### src/common/bcm_pkg.sv
// constants for the break channel match block
package bcm_pkg;

    // register byte offsets
    localparam logic [7:0] OFF_C_MASK_HI  = 8'h00;
    localparam logic [7:0] OFF_C_MASK_LO  = 8'h04;
    localparam logic [7:0] OFF_C_CYCLE    = 8'h08;
    localparam logic [7:0] OFF_C_COUNT    = 8'h0C;
    localparam logic [7:0] OFF_D_ADDR_HI  = 8'h10;
    localparam logic [7:0] OFF_D_ADDR_LO  = 8'h14;
    localparam logic [7:0] OFF_C_DATA_HI  = 8'h18;
    localparam logic [7:0] OFF_C_DATA_LO  = 8'h1C;
    localparam logic [7:0] OFF_CONTROL    = 8'h20;

    // reset values
    localparam logic [15:0] RST_HALF      = 16'h0000;
    localparam logic [11:0] RST_COUNT     = 12'h000;
    localparam logic [2:0]  RST_CONTROL   = 3'h0;

    // cycle condition fields
    localparam int          POS_XY_EN     = 9;
    localparam int          POS_XY_SEL    = 8;
    localparam int          POS_CPU_DMA   = 6;
    localparam int          POS_FETCH_ACC = 4;
    localparam int          POS_DIR       = 2;
    localparam int          POS_SIZE      = 0;
    localparam logic [15:0] CYCLE_WR_MASK = 16'h03FF;
    localparam logic [15:0] COUNT_WR_MASK = 16'h0FFF;

    // control register bits
    localparam int          POS_CNT_EN    = 0;
    localparam int          POS_D_XY_EN   = 1;
    localparam int          POS_D_XY_SEL  = 2;

    // two-bit selector encodings
    localparam logic [1:0]  SEL_FIRST     = 2'h1;
    localparam logic [1:0]  SEL_SECOND    = 2'h2;
    localparam logic [1:0]  SIZE_ANY      = 2'h0;

    // countdown value at which the next hit requests a break
    localparam logic [11:0] COUNT_LAST    = 12'h001;

endpackage : bcm_pkg

### src/bcm_match.sv
// break channel match: channel c data/cycle/count and channel d address
//
// The APB interface to the registers and the placing of the registers were chosen for this implementation.
`timescale 1ns/10ps

// Overview of operation
// RULE_01: a clear data mask bit compares that data bit; a set bit ignores it.
// RULE_02: with x/y enabled, upper mask half masks x data, lower half y data.
// RULE_03: both data mask halves clear to zero at power-on reset.
// RULE_04: software places byte compare values in the lane of the address.
// RULE_05: software also programs an operand size when data is compared.
// RULE_06: cycle condition bits 15 to 10 read zero; software writes zero.
// RULE_07: cycle bit 9 picks internal bus or x/y buses for address and data; here only channel c data, channel d address uses control bit 1.
// RULE_08: cycle bit 8 picks x or y bus, only while x/y enable is set.
// RULE_09: cycle bits 7 to 0 select cpu/dma, fetch/data, read/write, size.
// RULE_10: cycle condition register clears to zero at power-on reset.
// RULE_11: with count break enabled, each channel c hit decrements the count.
// RULE_12: a hit while the count is one raises the break request.
// RULE_13: count is 12 bits; bits 15 to 12 read zero, software writes zero.
// RULE_14: hits inside short repeat loops never decrement the count.
// RULE_15: count register clears to zero at power-on reset.
// RULE_16: channel d address compares full address, or x and y halves.
// RULE_17: both channel d address halves clear to zero at power-on reset.
// RULE_18: with x/y enabled, upper data half compares x data, lower y data.
// RULE_19: address bit zero of the x and y buses is never compared.
// RULE_20: a hit needs data, address and all selected attributes matching together; channel c here matches data and attributes, channel d address only.
module bcm_match #(
    parameter int ADDR_WIDTH = 8
) (
    // clock and reset
    input  wire logic                  clk,
    input  wire logic                  rst_b,
    // apb slave
    input  wire logic                  psel,
    input  wire logic                  penable,
    input  wire logic                  pwrite,
    input  wire logic [ADDR_WIDTH-1:0] paddr,
    input  wire logic [31:0]           pwdata,
    output logic      [31:0]           prdata,
    output logic                       pready,
    output logic                       pslverr,
    // internal bus cycle
    input  wire logic                  busValid,
    input  wire logic [31:0]           busAddr,
    input  wire logic [31:0]           busData,
    // attributes of the current cycle on any bus
    input  wire logic                  cycIsDma,
    input  wire logic                  cycIsData,
    input  wire logic                  cycIsWrite,
    input  wire logic [1:0]            cycSize,
    input  wire logic                  cycInShortRepeat,
    // x and y memory buses
    input  wire logic                  xValid,
    input  wire logic [15:0]           xAddr,
    input  wire logic [15:0]           xData,
    input  wire logic                  yValid,
    input  wire logic [15:0]           yAddr,
    input  wire logic [15:0]           yData,
    // break results
    output logic                       breakReq,
    output logic                       chanCHit,
    output logic                       chanDHit
);

    if (ADDR_WIDTH < 6 || ADDR_WIDTH > 32) begin : gBadWidth
        $error("bcm_match: ADDR_WIDTH must be 6 to 32");
    end

    ////////////////////////////////////////////////////////////////////////
    // register state

    logic [15:0] maskHi_q;
    logic [15:0] maskLo_q;
    logic [15:0] cycle_q;
    logic [11:0] count_q;
    logic [11:0] count_d;
    logic [15:0] dAddrHi_q;
    logic [15:0] dAddrLo_q;
    logic [15:0] dataHi_q;
    logic [15:0] dataLo_q;
    logic [2:0]  control_q;
    logic [31:0] prdata_q;
    logic [31:0] prdata_d;
    logic        pready_q;
    logic        pslverr_q;
    logic        breakReq_q;
    logic        breakReq_d;
    logic        chanCHit_q;
    logic        chanDHit_q;

    ////////////////////////////////////////////////////////////////////////
    // apb decode

    wire [7:0] regAddr   = 8'(paddr);
    wire       upperZero = (paddr >> 8) == '0;
    wire       setupCyc  = psel & ~penable;
    wire       accessEnd = psel & penable & pready_q;
    wire       wrEn      = accessEnd & pwrite;
    wire       selMaskHi = upperZero && regAddr == bcm_pkg::OFF_C_MASK_HI;
    wire       selMaskLo = upperZero && regAddr == bcm_pkg::OFF_C_MASK_LO;
    wire       selCycle  = upperZero && regAddr == bcm_pkg::OFF_C_CYCLE;
    wire       selCount  = upperZero && regAddr == bcm_pkg::OFF_C_COUNT;
    wire       selDHi    = upperZero && regAddr == bcm_pkg::OFF_D_ADDR_HI;
    wire       selDLo    = upperZero && regAddr == bcm_pkg::OFF_D_ADDR_LO;
    wire       selDataHi = upperZero && regAddr == bcm_pkg::OFF_C_DATA_HI;
    wire       selDataLo = upperZero && regAddr == bcm_pkg::OFF_C_DATA_LO;
    wire       selCtrl   = upperZero && regAddr == bcm_pkg::OFF_CONTROL;
    wire       mapped    = selMaskHi | selMaskLo | selCycle | selCount | selDHi
                         | selDLo | selDataHi | selDataLo | selCtrl;
    wire       wrCount   = wrEn & selCount;

    // reserved bits return zero through zero extension
    always_comb begin
        prdata_d = 32'h00000000;
        if (selMaskHi) prdata_d = {16'h0000, maskHi_q};
        if (selMaskLo) prdata_d = {16'h0000, maskLo_q};
        if (selCycle)  prdata_d = {16'h0000, cycle_q};
        if (selCount)  prdata_d = {20'h00000, count_q};
        if (selDHi)    prdata_d = {16'h0000, dAddrHi_q};
        if (selDLo)    prdata_d = {16'h0000, dAddrLo_q};
        if (selDataHi) prdata_d = {16'h0000, dataHi_q};
        if (selDataLo) prdata_d = {16'h0000, dataLo_q};
        if (selCtrl)   prdata_d = {29'h00000000, control_q};
    end

    // one wait-free access cycle: answer registered in setup
    always_ff @(posedge clk or negedge rst_b) begin
        if (!rst_b) begin
            pready_q  <= 1'b0;
            pslverr_q <= 1'b0;
            prdata_q  <= 32'h00000000;
        end else begin
            pready_q  <= setupCyc;
            pslverr_q <= setupCyc & ~mapped;
            prdata_q  <= (setupCyc & ~pwrite) ? prdata_d : 32'h00000000;
        end
    end

    ////////////////////////////////////////////////////////////////////////
    // configuration registers

    always_ff @(posedge clk or negedge rst_b) begin
        if (!rst_b) begin
            maskHi_q  <= bcm_pkg::RST_HALF; // see RULE_03
            maskLo_q  <= bcm_pkg::RST_HALF; // see RULE_03
            cycle_q   <= bcm_pkg::RST_HALF; // see RULE_10
            dAddrHi_q <= bcm_pkg::RST_HALF; // see RULE_17
            dAddrLo_q <= bcm_pkg::RST_HALF; // see RULE_17
            dataHi_q  <= bcm_pkg::RST_HALF;
            dataLo_q  <= bcm_pkg::RST_HALF;
            control_q <= bcm_pkg::RST_CONTROL;
        end else if (wrEn) begin
            if (selMaskHi) maskHi_q <= pwdata[15:0];
            if (selMaskLo) maskLo_q <= pwdata[15:0];
            if (selCycle)  cycle_q <= pwdata[15:0] & bcm_pkg::CYCLE_WR_MASK; // see RULE_06
            if (selDHi)    dAddrHi_q <= pwdata[15:0];
            if (selDLo)    dAddrLo_q <= pwdata[15:0];
            if (selDataHi) dataHi_q <= pwdata[15:0];
            if (selDataLo) dataLo_q <= pwdata[15:0];
            if (selCtrl)   control_q <= pwdata[2:0];
        end
    end

    ////////////////////////////////////////////////////////////////////////
    // channel c cycle attributes

    wire       xyEnC    = cycle_q[bcm_pkg::POS_XY_EN];  // see RULE_07
    wire       xySelC   = cycle_q[bcm_pkg::POS_XY_SEL]; // see RULE_08
    wire [1:0] selCpu   = cycle_q[bcm_pkg::POS_CPU_DMA+:2];
    wire [1:0] selFetch = cycle_q[bcm_pkg::POS_FETCH_ACC+:2];
    wire [1:0] selDir   = cycle_q[bcm_pkg::POS_DIR+:2];
    wire [1:0] selSize  = cycle_q[bcm_pkg::POS_SIZE+:2];

    // first code wants the attribute low, second wants it high
    function automatic logic fieldOk(input logic [1:0] sel, input logic attr);
        fieldOk = (sel == bcm_pkg::SEL_FIRST)  ? ~attr :
                  (sel == bcm_pkg::SEL_SECOND) ? attr  : 1'b1;
    endfunction : fieldOk

    wire cpuOk  = fieldOk(selCpu, cycIsDma);     // see RULE_09
    wire fetchOk = fieldOk(selFetch, cycIsData); // see RULE_09
    wire dirOk  = fieldOk(selDir, cycIsWrite);   // see RULE_09
    wire sizeOk = selSize == bcm_pkg::SIZE_ANY || selSize == cycSize; // see RULE_09
    wire attrOk = cpuOk & fetchOk & dirOk & sizeOk;

    ////////////////////////////////////////////////////////////////////////
    // channel c data compare

    wire [31:0] careC   = ~{maskHi_q, maskLo_q};                    // see RULE_01
    wire [31:0] diffBus = (busData ^ {dataHi_q, dataLo_q}) & careC; // see RULE_01
    wire [15:0] diffX   = (xData ^ dataHi_q) & careC[31:16];        // see RULE_02, RULE_18
    wire [15:0] diffY   = (yData ^ dataLo_q) & careC[15:0];         // see RULE_02, RULE_18
    wire        dataBusOk = busValid & (diffBus == 32'h00000000);
    wire        dataXOk   = xValid & (diffX == 16'h0000);
    wire        dataYOk   = yValid & (diffY == 16'h0000);
    wire        dataOkC   = ~xyEnC ? dataBusOk : (xySelC ? dataYOk : dataXOk); // see RULE_07, RULE_08
    wire        hitC      = dataOkC & attrOk; // see RULE_20

    ////////////////////////////////////////////////////////////////////////
    // channel d address compare

    wire xyEnD  = control_q[bcm_pkg::POS_D_XY_EN];
    wire xySelD = control_q[bcm_pkg::POS_D_XY_SEL];
    wire addrBusOk = busValid & (busAddr == {dAddrHi_q, dAddrLo_q});        // see RULE_16
    wire addrXOk   = xValid & (xAddr[15:1] == dAddrHi_q[15:1]);             // see RULE_16, RULE_19
    wire addrYOk   = yValid & (yAddr[15:1] == dAddrLo_q[15:1]);             // see RULE_16, RULE_19
    wire hitD      = ~xyEnD ? addrBusOk : (xySelD ? addrYOk : addrXOk);    // see RULE_20

    ////////////////////////////////////////////////////////////////////////
    // execution countdown and break request

    wire cntEn    = control_q[bcm_pkg::POS_CNT_EN];
    wire hitCount = hitC & ~cycInShortRepeat;         // see RULE_14
    wire atLast   = count_q <= bcm_pkg::COUNT_LAST;
    wire reqC     = hitCount & (~cntEn | atLast);     // see RULE_12

    // a software write to the count wins over a same-cycle decrement
    always_comb begin
        count_d = count_q;
        if (wrCount) begin
            count_d = pwdata[11:0] & bcm_pkg::COUNT_WR_MASK[11:0]; // see RULE_13
        end else if (cntEn & hitCount & count_q != 12'h000) begin
            count_d = count_q - 12'h001; // see RULE_11
        end
    end

    assign breakReq_d = reqC | hitD;

    always_ff @(posedge clk or negedge rst_b) begin
        if (!rst_b) begin
            count_q    <= bcm_pkg::RST_COUNT; // see RULE_15
            breakReq_q <= 1'b0;
            chanCHit_q <= 1'b0;
            chanDHit_q <= 1'b0;
        end else begin
            count_q    <= count_d;
            breakReq_q <= breakReq_d;
            chanCHit_q <= hitC;
            chanDHit_q <= hitD;
        end
    end

    assign prdata   = prdata_q;
    assign pready   = pready_q;
    assign pslverr  = pslverr_q;
    assign breakReq = breakReq_q;
    assign chanCHit = chanCHit_q;
    assign chanDHit = chanDHit_q;
endmodule : bcm_match

### config.mk
export PLATFORM = sky130hd
export DESIGN_NAME = bcm_match
export DESIGN_NICKNAME = d
export VERILOG_FILES = /design/src/common/bcm_pkg.sv /design/src/bcm_match.sv
export SDC_FILE = /design/constraint.sdc
export NUM_CORES = 1
export LEC_CHECK = 0
export BUFFER_PORTS_ARGS = -buffer_cell sky130_fd_sc_hd__buf_2
export CORE_MARGIN = 4
export CORE_UTILIZATION = 40
export DETAILED_ROUTE_END_ITERATION = 8
export PLACE_DENSITY_LB_ADDON = 0.3
export SLEW_MARGIN = 5
export SYNTH_ARGS = -nofsm -noshare
export SYNTH_HDL_FRONTEND = slang
export SYNTH_SLANG_ARGS = --single-unit
### constraint.sdc
create_clock -name clk -period 4.5 [get_ports clk]
set_clock_uncertainty 0.05 [all_clocks]
set_input_delay 1.35 -clock clk [delete_from_list [all_inputs] [get_ports clk]]
set_output_delay 1.35 -clock clk [all_outputs]
set_load 0.02 [all_outputs]
==> flow_summary.yaml, run 1 <==
critical_path:
  slowest_stage: "o311ai_4"
  crit_fanout: 18
  critPathLaunchType: "input pin"
  required_ns: 4.76
  r2r_cells: 7
  max_stage_delay_ns: 0.77
  cp.arrival_ns: 3.65
  worstPathCellList: "buf_2 > xnor2_1 > o22ai_1 > nor4_1 > nand2_1 > o311ai_4 > a31oi_1 > o31a_1"
  end_kind: "register"
  critPathKind: "in -> reg"
  r2r-start: "dataHi_q[11]$_DFFE_PN0P_"
  reg2reg_setup_slack_ns: 1.61
  r2r-end: "count_q[7]$_DFFE_PN0P_"
detailed_routing:
  drc_errors: 0
  firstDrtPassIters: 6
  wire_per_inst_um: 25.3
  via_per_inst: 5.92
  wl_met1_um: 13700
  totalWireLength_um: 32300
  num_vias: 7572
  top_layer_used: "met4"
  met3WireLength_um: 2610
  ant_nets: 0
  drt-initial-drc-count: 934
  met2_length_um: 15300
floorplan:
  start_util_pct: 41.2
  dieWidth_um: 156
  die_y_um: 156
  rows: 53
  coreArea_sq_um: 21200
  io_pins: 219
  dieArea_sq_um: 24300
finish:
  multi_input_comb_area_sq_um: 4960
  drive_above_1_share_pct: 37.5
  antenna_cells: 0
  seqCellArea_sq_um: 3550
  syn_to_final_growth_pct: 19.7
  fin_cells: 1280
  nets: 1176
  final.fill_count: 1995
place:
  io_buffers: 184
  hpwl_um: 25000
  numPlacedInstances: 1248
  globalplace.congestion: 0.983
cts:
  post-cts-setup-buffers: 0
  cts_buffer_depth: 2
  holdBufCountCts: 0
  cts_tree: "done"
  h-tree-depth: 4
  cts_made_buffers: 17
  root_buffer: "clkbuf_16"
  clkTransAtPathRegs_ns: 0.06
  insertion_delay_ns: 0.43
  post_cts_resized: 0
  cts_sinks: 142
pwr:
  p_leak_nw: 4.86
  p_per_area_nw_per_um2: 284
  ir_drop_uv: 264
synth:
  synth_area_leader_cell: "dfrtp_1"
  syn_area_per_cell_sq_um: 10.8
  async_flop_share_pct: 100
  ys_seq_area_share_pct: 40.7
  yosysWarningCount: 0
  syn_area_sq_um: 8740
  synthTopCellsByArea: "dfrtp_1 41%, mux2_2 16%, xnor2_1 11%, o22ai_1 3.0%, nor2_1 2.4%"
  postSynthCellCount: 806
  yosysMostFrequentCell: "dfrtp_1"
  synth_top_area_share_pct: 40.7
  synth-seq-cells: 142
  synth_edf_count: 0
  ys.flop_type: "dfrtp_1"
  ys_types: 68
  synth_commonest_cells: "142 x dfrtp_1, 123 x mux2_2, 107 x xnor2_1, 56 x nor2_1, 42 x o22ai_1"
timing:
  setup_viol_count_final: 0
  slew_violations: 0
  min_period_ns: 3.39
  hold_viol: 0
  tightest_slew_ns: 0.892
  finalCritPeriodShare_pct: 75.3
  tns_ns: 0
  rsz0062_at_grt: "no"
  max_slew_margin_pct: 39.8
  max_clock_freq_ghz: 0.295
global_routing:
  grt_pass1_wl_um: 46500
  grt_overflow: 0
  grt_pass1_vias: 7285
  grt_use_total_pct: 26.2
  antenna_found_initial: 0
  grt_max_degree: 76
hold_path:
  hold_class: "reg -> reg"
  worstHoldEndpoint: "dAddrLo_q[0]$_DFFE_PN0P_"
  holdPathStages: 1
  min_from: "dAddrLo_q[0]$_DFFE_PN0P_"
flow_run:
  maxCapViolCount: 0
outcome:
  status: "complete, no violations"
## cell usage in the layout, fill, tap and decap left out, drive strengths merged, types with 5 or more instances in the layout
master,Yosys,final
nor3,9,9
buf,33,193
a22oi,9,9
dfrtp,142,142
nor4,23,23
nand4,20,20
conb,1,16
nand3,14,14
clkinv,1,5
mux4,7,7
and3,7,7
a31oi,7,7
nor2b,6,6
o21ai,27,27
clkbuf,8,21
nor2,57,57
xnor2,107,107
nand2,32,32
a21oi,17,17
mux2i,15,15
o22ai,42,42
mux2,123,123
inv,8,10
xor2,19,19
## routing by layer
metal,up-vias,GRT usage [%]
li1,3355,-
met1,3803,36.4
met2,373,42.0
met3,41,4.63
met4,0,7.63
met5,-,0
## where the power goes
group	internal [mW]	switching, mW
sequential	1.28	0.00972
clock	0.781	0.576
combinational	0.128	0.191
total	2.19	0.777
## worst max-delay path, delay by kind of cell
kind | cells | cell delay [ns]
buffers and inverters | 1 | 0.10
AND/OR/NAND/NOR | 2 | 0.50
XOR/XNOR | 1 | 0.22
AO/OA/AOI/OAI | 4 | 1.47
## kinds of logic (layout without fill, tap and decap cells)
family / count (synthesis) / after routing / synth area share (%)
multiplexers: 145 / 145 / 19.4
flip-flops: 142 / 142 / 40.7
other: 1 / 16 / 0.0429
AO/OA/AOI/OAI: 144 / 144 / 11.3
XOR/XNOR: 126 / 126 / 12.6
adder cells (fa/ha/maj): 2 / 2 / 0.286
AND/OR/NAND/NOR: 196 / 196 / 12.4
buffers and inverters: 50 / 234 / 3.22
## worst max path at each step
| stage | depth (start not counted) | startpoint | to |
|---|---|---|---|
| finish | 8 | busData[4] | count_q[7]$_DFFE_PN0P_ |
| global route | 8 | busData[30] | count_q[7]$_DFFE_PN0P_ |
| CTS | 7 | busValid | count_q[7]$_DFFE_PN0P_ |
| detailed placement | 7 | busValid | count_q[7]$_DFFE_PN0P_ |
| global placement | 7 | busValid | count_q[7]$_DFFE_PN0P_ |
| floorplan | 7 | paddr[1] | dAddrLo_q[10]$_DFFE_PN0P_ |
## flip-flops by register name, summed over array words and instances, names as in the netlist
signal / count
breakReq: 1
prdata: 16
chanCHit: 1
pslverr: 1
cycle_q: 10
control_q: 3
count_q: 12
chanDHit: 1
dAddrHi_q: 16
dataHi_q: 16
pready: 1
maskHi_q: 16
maskLo_q: 16
dataLo_q: 16
dAddrLo_q: 16
## final cells by class
cell class | count | area share, %
multi-input cells | 629 | 47.4
flip-flops and latches | 142 | 34.0
repair buffers | 193 | 9.63
clock buffers | 21 | 4.31
well taps | 275 | 3.29
clock inverters | 11 | 1.06
inverters | 9 | 0.323
## stage by stage
stage	power [mW]	worst slack, ns	utilization, %	hold slack, ns	instance area [sq um]
final	2.97	1.11	49.3	0.514	10500
after CTS	2.98	1.13	49.3	0.521	10500
after detailed placement	1.63	0.700	46.6	0.507	9900
after global placement	1.63	0.752	46.6	0.500	9900
after global routing	3.07	1.00	49.3	0.530	10500
after floorplan	1.46	1.18	-	0.454	8790
Power figures use the tool's default switching activity.
==> run 2, diff against run 1 <==
==> constraint.sdc (replaced) <==
create_clock -name clk -period 3 [get_ports clk]
set_clock_uncertainty 0.05 [all_clocks]
set_input_delay 0.9 -clock clk [delete_from_list [all_inputs] [get_ports clk]]
set_output_delay 0.9 -clock clk [all_outputs]
set_load 0.02 [all_outputs]
==> flow_summary.yaml, run 2 (synthesis gave the netlist of run 1 again) <==
timing:
  hold_viol: 0
  min_period_ns: 2.77
  max_slew_margin_pct: 58.5
  finalCritPeriodShare_pct: 92.2
  setup_viol_count_final: 0
  slew_violations: 0
  max_clock_freq_ghz: 0.362
  rsz0062_at_grt: "no"
  tns_ns: 0
  tightest_slew_ns: 0.622
pwr:
  p_per_area_nw_per_um2: 417
  ir_drop_uv: 401
  p_leak_nw: 5.08
global_routing:
  grt_max_degree: 58
  grt_pass1_vias: 7805
  grt_overflow: 0
  grt_pass1_wl_um: 48500
  grt_use_total_pct: 27.1
  antenna_found_initial: 1
critical_path:
  reg2reg_setup_slack_ns: 0.38
  r2r-start: "dataLo_q[10]$_DFFE_PN0P_"
  r2r_cells: 7
  crit_fanout: 5
  required_ns: 3.26
  cp.arrival_ns: 3.02
  critPathKind: "in -> reg"
  end_kind: "register"
  critPathLaunchType: "input pin"
  r2r-end: "count_q[10]$_DFFE_PN0P_"
finish:
  post-route-util_pct: 51.0
  mostFrequentLayoutCells: "183 x buf_2, 142 x dfrtp_1, 123 x mux2_2"
  mostFrequentLayoutCell: "buf_2"
  seqCellArea_sq_um: 3550
  syn_to_final_growth_pct: 23.8
  antenna_cells: 0
  fin_cells: 1320
  nets: 1216
  multi_input_comb_area_sq_um: 4960
  drive_above_1_share_pct: 40.1
  final.fill_count: 1993
detailed_routing:
  ant_nets: 0
  drt-initial-drc-count: 699
  wire_per_inst_um: 25.0
  drc_errors: 0
  via_per_inst: 5.85
  firstDrtPassIters: 6
  totalWireLength_um: 33100
  num_vias: 7722
outcome:
  status: "complete, no violations"
place:
  io_buffers: 184
  globalplace.congestion: 0.975
  hpwl_um: 25700
  numPlacedInstances: 1288
cts:
  cts_tree: "done"
  post-cts-setup-buffers: 0
  post_cts_resized: 0
  h-tree-depth: 4
  cts_made_buffers: 17
  root_buffer: "clkbuf_16"
  insertion_delay_ns: 0.43
  clkTransAtPathRegs_ns: 0.07
  cts_buffer_depth: 2
  holdBufCountCts: 0
  cts_sinks: 142
floorplan:
  start_util_pct: 41.2
  die_y_um: 156
  dieWidth_um: 156
  dieArea_sq_um: 24300
  rows: 53
  io_pins: 219
  coreArea_sq_um: 21200
flow_run:
  maxCapViolCount: 0
hold_path:
  hold_class: "in -> async"
[run 2: changes by cell type in the layout (fill, tap and decap cells not counted)]
| cell | previous run | this run |
|---|---|---|
| clkinv_4 | 3 | 2 |
| buf_12 | 1 | 5 |
| buf_4 | 8 | 44 |
| clkbuf_8 | 1 | 2 |
| clkinv_2 | 1 | 3 |
| clkbuf_1 | 3 | 1 |
[run 2: worst max-delay path by stage]
stage / startpoint / end / slack [ns]
finish: busValid / count_q[10]$_DFFE_PN0P_ / 0.23
global route: busValid / count_q[10]$_DFFE_PN0P_ / 0.13
CTS: busValid / count_q[10]$_DFFE_PN0P_ / 0.25
detailed placement: busValid / count_q[10]$_DFFE_PN0P_ / -0.17
global placement: busValid / count_q[10]$_DFFE_PN0P_ / -0.18
floorplan: paddr[1] / dAddrLo_q[10]$_DFFE_PN0P_ / 0.13
[run 2: critical path, stage by stage]
cell     delay [ns]
buf_2          0.13
nor2b_1        0.29
o21ai_0        0.16
or4_4          0.60
o311a_1        0.41
o41ai_1        0.40
a31oi_1        0.12
[run 2: cell type report]
type | instances | area share, %
multi-input cells | 629 | 45.8
flip-flops and latches | 142 | 32.9
clock buffers | 20 | 4.22
repair buffers | 233 | 12.6
clock inverters | 12 | 1.04
inverters | 9 | 0.312
well taps | 275 | 3.18
[run 2: layer usage]
layer	GRT usage [%]	up-vias	share of wire (%)
li1	-	3423	-
met1	36.9	3847	42
met2	43.2	379	47
met3	5.35	73	7.5
met4	9.50	0	3.3
met5	0	-	0
[run 2: metrics by stage]
step                cell area, sq um  worst slack [ns]  hold slack [ns]  total power [mW]
floorplan                       8790             0.128            0.454              2.19
global placement               10200            -0.177            0.490              2.47
detailed placement             10200            -0.173            0.496              2.47
CTS                            10800             0.251            0.421              4.52
global route                   10800             0.127            0.433              4.66
finish                         10800             0.235            0.378              4.51
[run 2: power by group]
part	switching [mW]	leakage (nW)	internal, mW
Combinational	0.294	2.86	0.209
Sequential	0.0142	1.96	1.92
Clock	0.874	0.270	1.19
==> run 3, diff against run 2 <==
--- a/config.mk
+++ b/config.mk
@@ -6,8 +6,10 @@
 export NUM_CORES = 1
 export LEC_CHECK = 0
 export BUFFER_PORTS_ARGS = -buffer_cell sky130_fd_sc_hd__buf_2
+export CELL_PAD_IN_SITES_DETAIL_PLACEMENT = 0
+export CELL_PAD_IN_SITES_GLOBAL_PLACEMENT = 1
 export CORE_MARGIN = 4
-export CORE_UTILIZATION = 40
+export CORE_UTILIZATION = 38
 export DETAILED_ROUTE_END_ITERATION = 8
 export PLACE_DENSITY_LB_ADDON = 0.3
 export SLEW_MARGIN = 5
==> flow_summary.yaml, run 3 (synthesis gave the netlist of run 1 again) <==
critical_path:
  slowest_stage: "nor4_1"
  path_common_cell: "buf_4"
  cp.arrival_ns: 2.95
  worstPathCellList: "buf_2 > nor4_1 > buf_4 > nand2b_1 > nor3_2 > buf_4 > nand2_2 > mux2_2"
  critPathLaunchType: "input pin"
  end_kind: "register"
  cp_top_family: "simple AND/OR/NAND/NOR gates"
  max_stage_delay_ns: 0.51
  crit_fanout: 16
  required_ns: 3.26
  path_buf_inv: 3
  critPathKind: "in -> reg"
timing:
  min_period_ns: 2.69
  hold_viol: 0
  max_slew_margin_pct: 63.7
  tightest_slew_ns: 0.540
  finalCritPeriodShare_pct: 89.7
  setup_viol_count_final: 0
  fin_ws_ns: 0.308
  slew_violations: 0
  whs_ns: 0.363
  rsz0062_at_grt: "no"
  max_clock_freq_ghz: 0.371
detailed_routing:
  totalWireLength_um: 32900
  drt-initial-drc-count: 565
  firstDrtPassIters: 5
  via_per_inst: 5.78
  num_vias: 7613
  wire_per_inst_um: 25.0
  drc_errors: 0
  ant_nets: 0
pwr:
  clkPwrFrac_pct: 46.7
  p_leak_nw: 5.04
  p_sw_share_pct: 25.8
  p_int_mw: 3.39
  p_comb_share_pct: 10.9
  p_per_area_nw_per_um2: 423
  seq_power_share_pct: 42.5
  netSwitchingPower_mw: 1.18
  p_total_mw: 4.56
  ir_drop_uv: 315
place:
  globalplace.congestion: 0.933
  dpl-instance-area_sq_um: 10200
  dpl_worst_slack_ns: -0.104
  hpwl_um: 25700
  numPlacedInstances: 1285
  io_buffers: 184
global_routing:
  grt_pass1_vias: 7703
  grt_use_total_pct: 25.6
  antenna_found_initial: 0
  grt_overflow: 0
  grt_pass1_wl_um: 48600
  grt_max_degree: 52
floorplan:
  die_y_um: 160
  rows: 55
  coreArea_sq_um: 22600
  io_pins: 219
  dieArea_sq_um: 25500
  start_util_pct: 38.6
  dieWidth_um: 160
cts:
  cts_made_buffers: 17
  clkTransAtPathRegs_ns: 0.06
  insertion_delay_ns: 0.43
  post_cts_resized: 0
  cts_buffer_depth: 2
  holdBufCountCts: 0
  h-tree-depth: 4
  root_buffer: "clkbuf_16"
  cts_tree: "done"
  cts_sinks: 142
  post-cts-setup-buffers: 0
finish:
  stdcell_area_sq_um: 10800
  drive_above_1_share_pct: 39.1
  seqCellArea_sq_um: 3550
  mostFrequentLayoutCells: "183 x buf_2, 142 x dfrtp_1, 123 x mux2_2"
  multi_input_comb_area_sq_um: 4960
  final.fill_count: 2175
  nets: 1203
  fin_cells: 1317
  antenna_cells: 0
  mostFrequentLayoutCell: "buf_2"
  syn_to_final_growth_pct: 23.4
hold_path:
  hold_class: "in -> async"
outcome:
  status: "complete, no violations"
flow_run:
  maxCapViolCount: 0
## run 3: final timing paths
| check | slack [ns] | startpoint | to | cells after the start |
|---|---|---|---|---|
| worst min-delay path | 0.36 | rst_b | dataHi_q[8]$_DFFE_PN0P_ | 1 |
| min in group clk | 0.53 | cycle_q[5]$_DFFE_PN0P_ | cycle_q[5]$_DFFE_PN0P_ | 1 |
| worst max-delay path | 0.31 | paddr[1] | maskHi_q[4]$_DFFE_PN0P_ | 8 |
| max in group asynchronous | 1.88 | rst_b | dAddrLo_q[15]$_DFFE_PN0P_ | 2 |
| worst max register to register | 0.44 | dataHi_q[5]$_DFFE_PN0P_ | count_q[10]$_DFFE_PN0P_ | 7 |
| worst min register to register | 0.53 | cycle_q[5]$_DFFE_PN0P_ | cycle_q[5]$_DFFE_PN0P_ | 1 |
## run 3: layer usage
| layer | vias to the layer above | global-route usage (%) | wire [um] |
|---|---|---|---|
| met5 | - | 0 | 0 |
| met4 | 0 | 6.63 | 693 |
| li1 | 3406 | - | - |
| met1 | 3828 | 35.8 | 14500 |
| met2 | 335 | 41.5 | 15500 |
| met3 | 44 | 4.21 | 2210 |
## run 3: power groups by stage
| stage | Sequential (mW) | Combinational, mW | Clock (mW) |
|---|---|---|---|
| finish | 1.94 | 0.497 | 2.13 |
| global route | 1.94 | 0.537 | 2.25 |
| CTS | 1.94 | 0.498 | 2.16 |
| detailed placement | 1.97 | 0.496 | 0 |
| global placement | 1.97 | 0.494 | 0 |
| floorplan | 1.97 | 0.221 | 0 |
## run 3: stage by stage
stage,util (%),TNS [ns]
after CTS,47.6,0
after global placement,45.1,-2.35
after floorplan,-,0
final,47.6,0
after detailed placement,45.1,-1.66
after global routing,47.6,0
## run 3: area by class of cell
type | count | share of cell area (%)
Multi-Input combinational cell | 629 | 46.0
Inverter | 9 | 0.313
Clock inverter | 11 | 1.25
Sequential cell | 142 | 32.9
Clock buffer | 21 | 4.18
Tap cell | 285 | 3.31
Timing Repair Buffer | 220 | 12.0
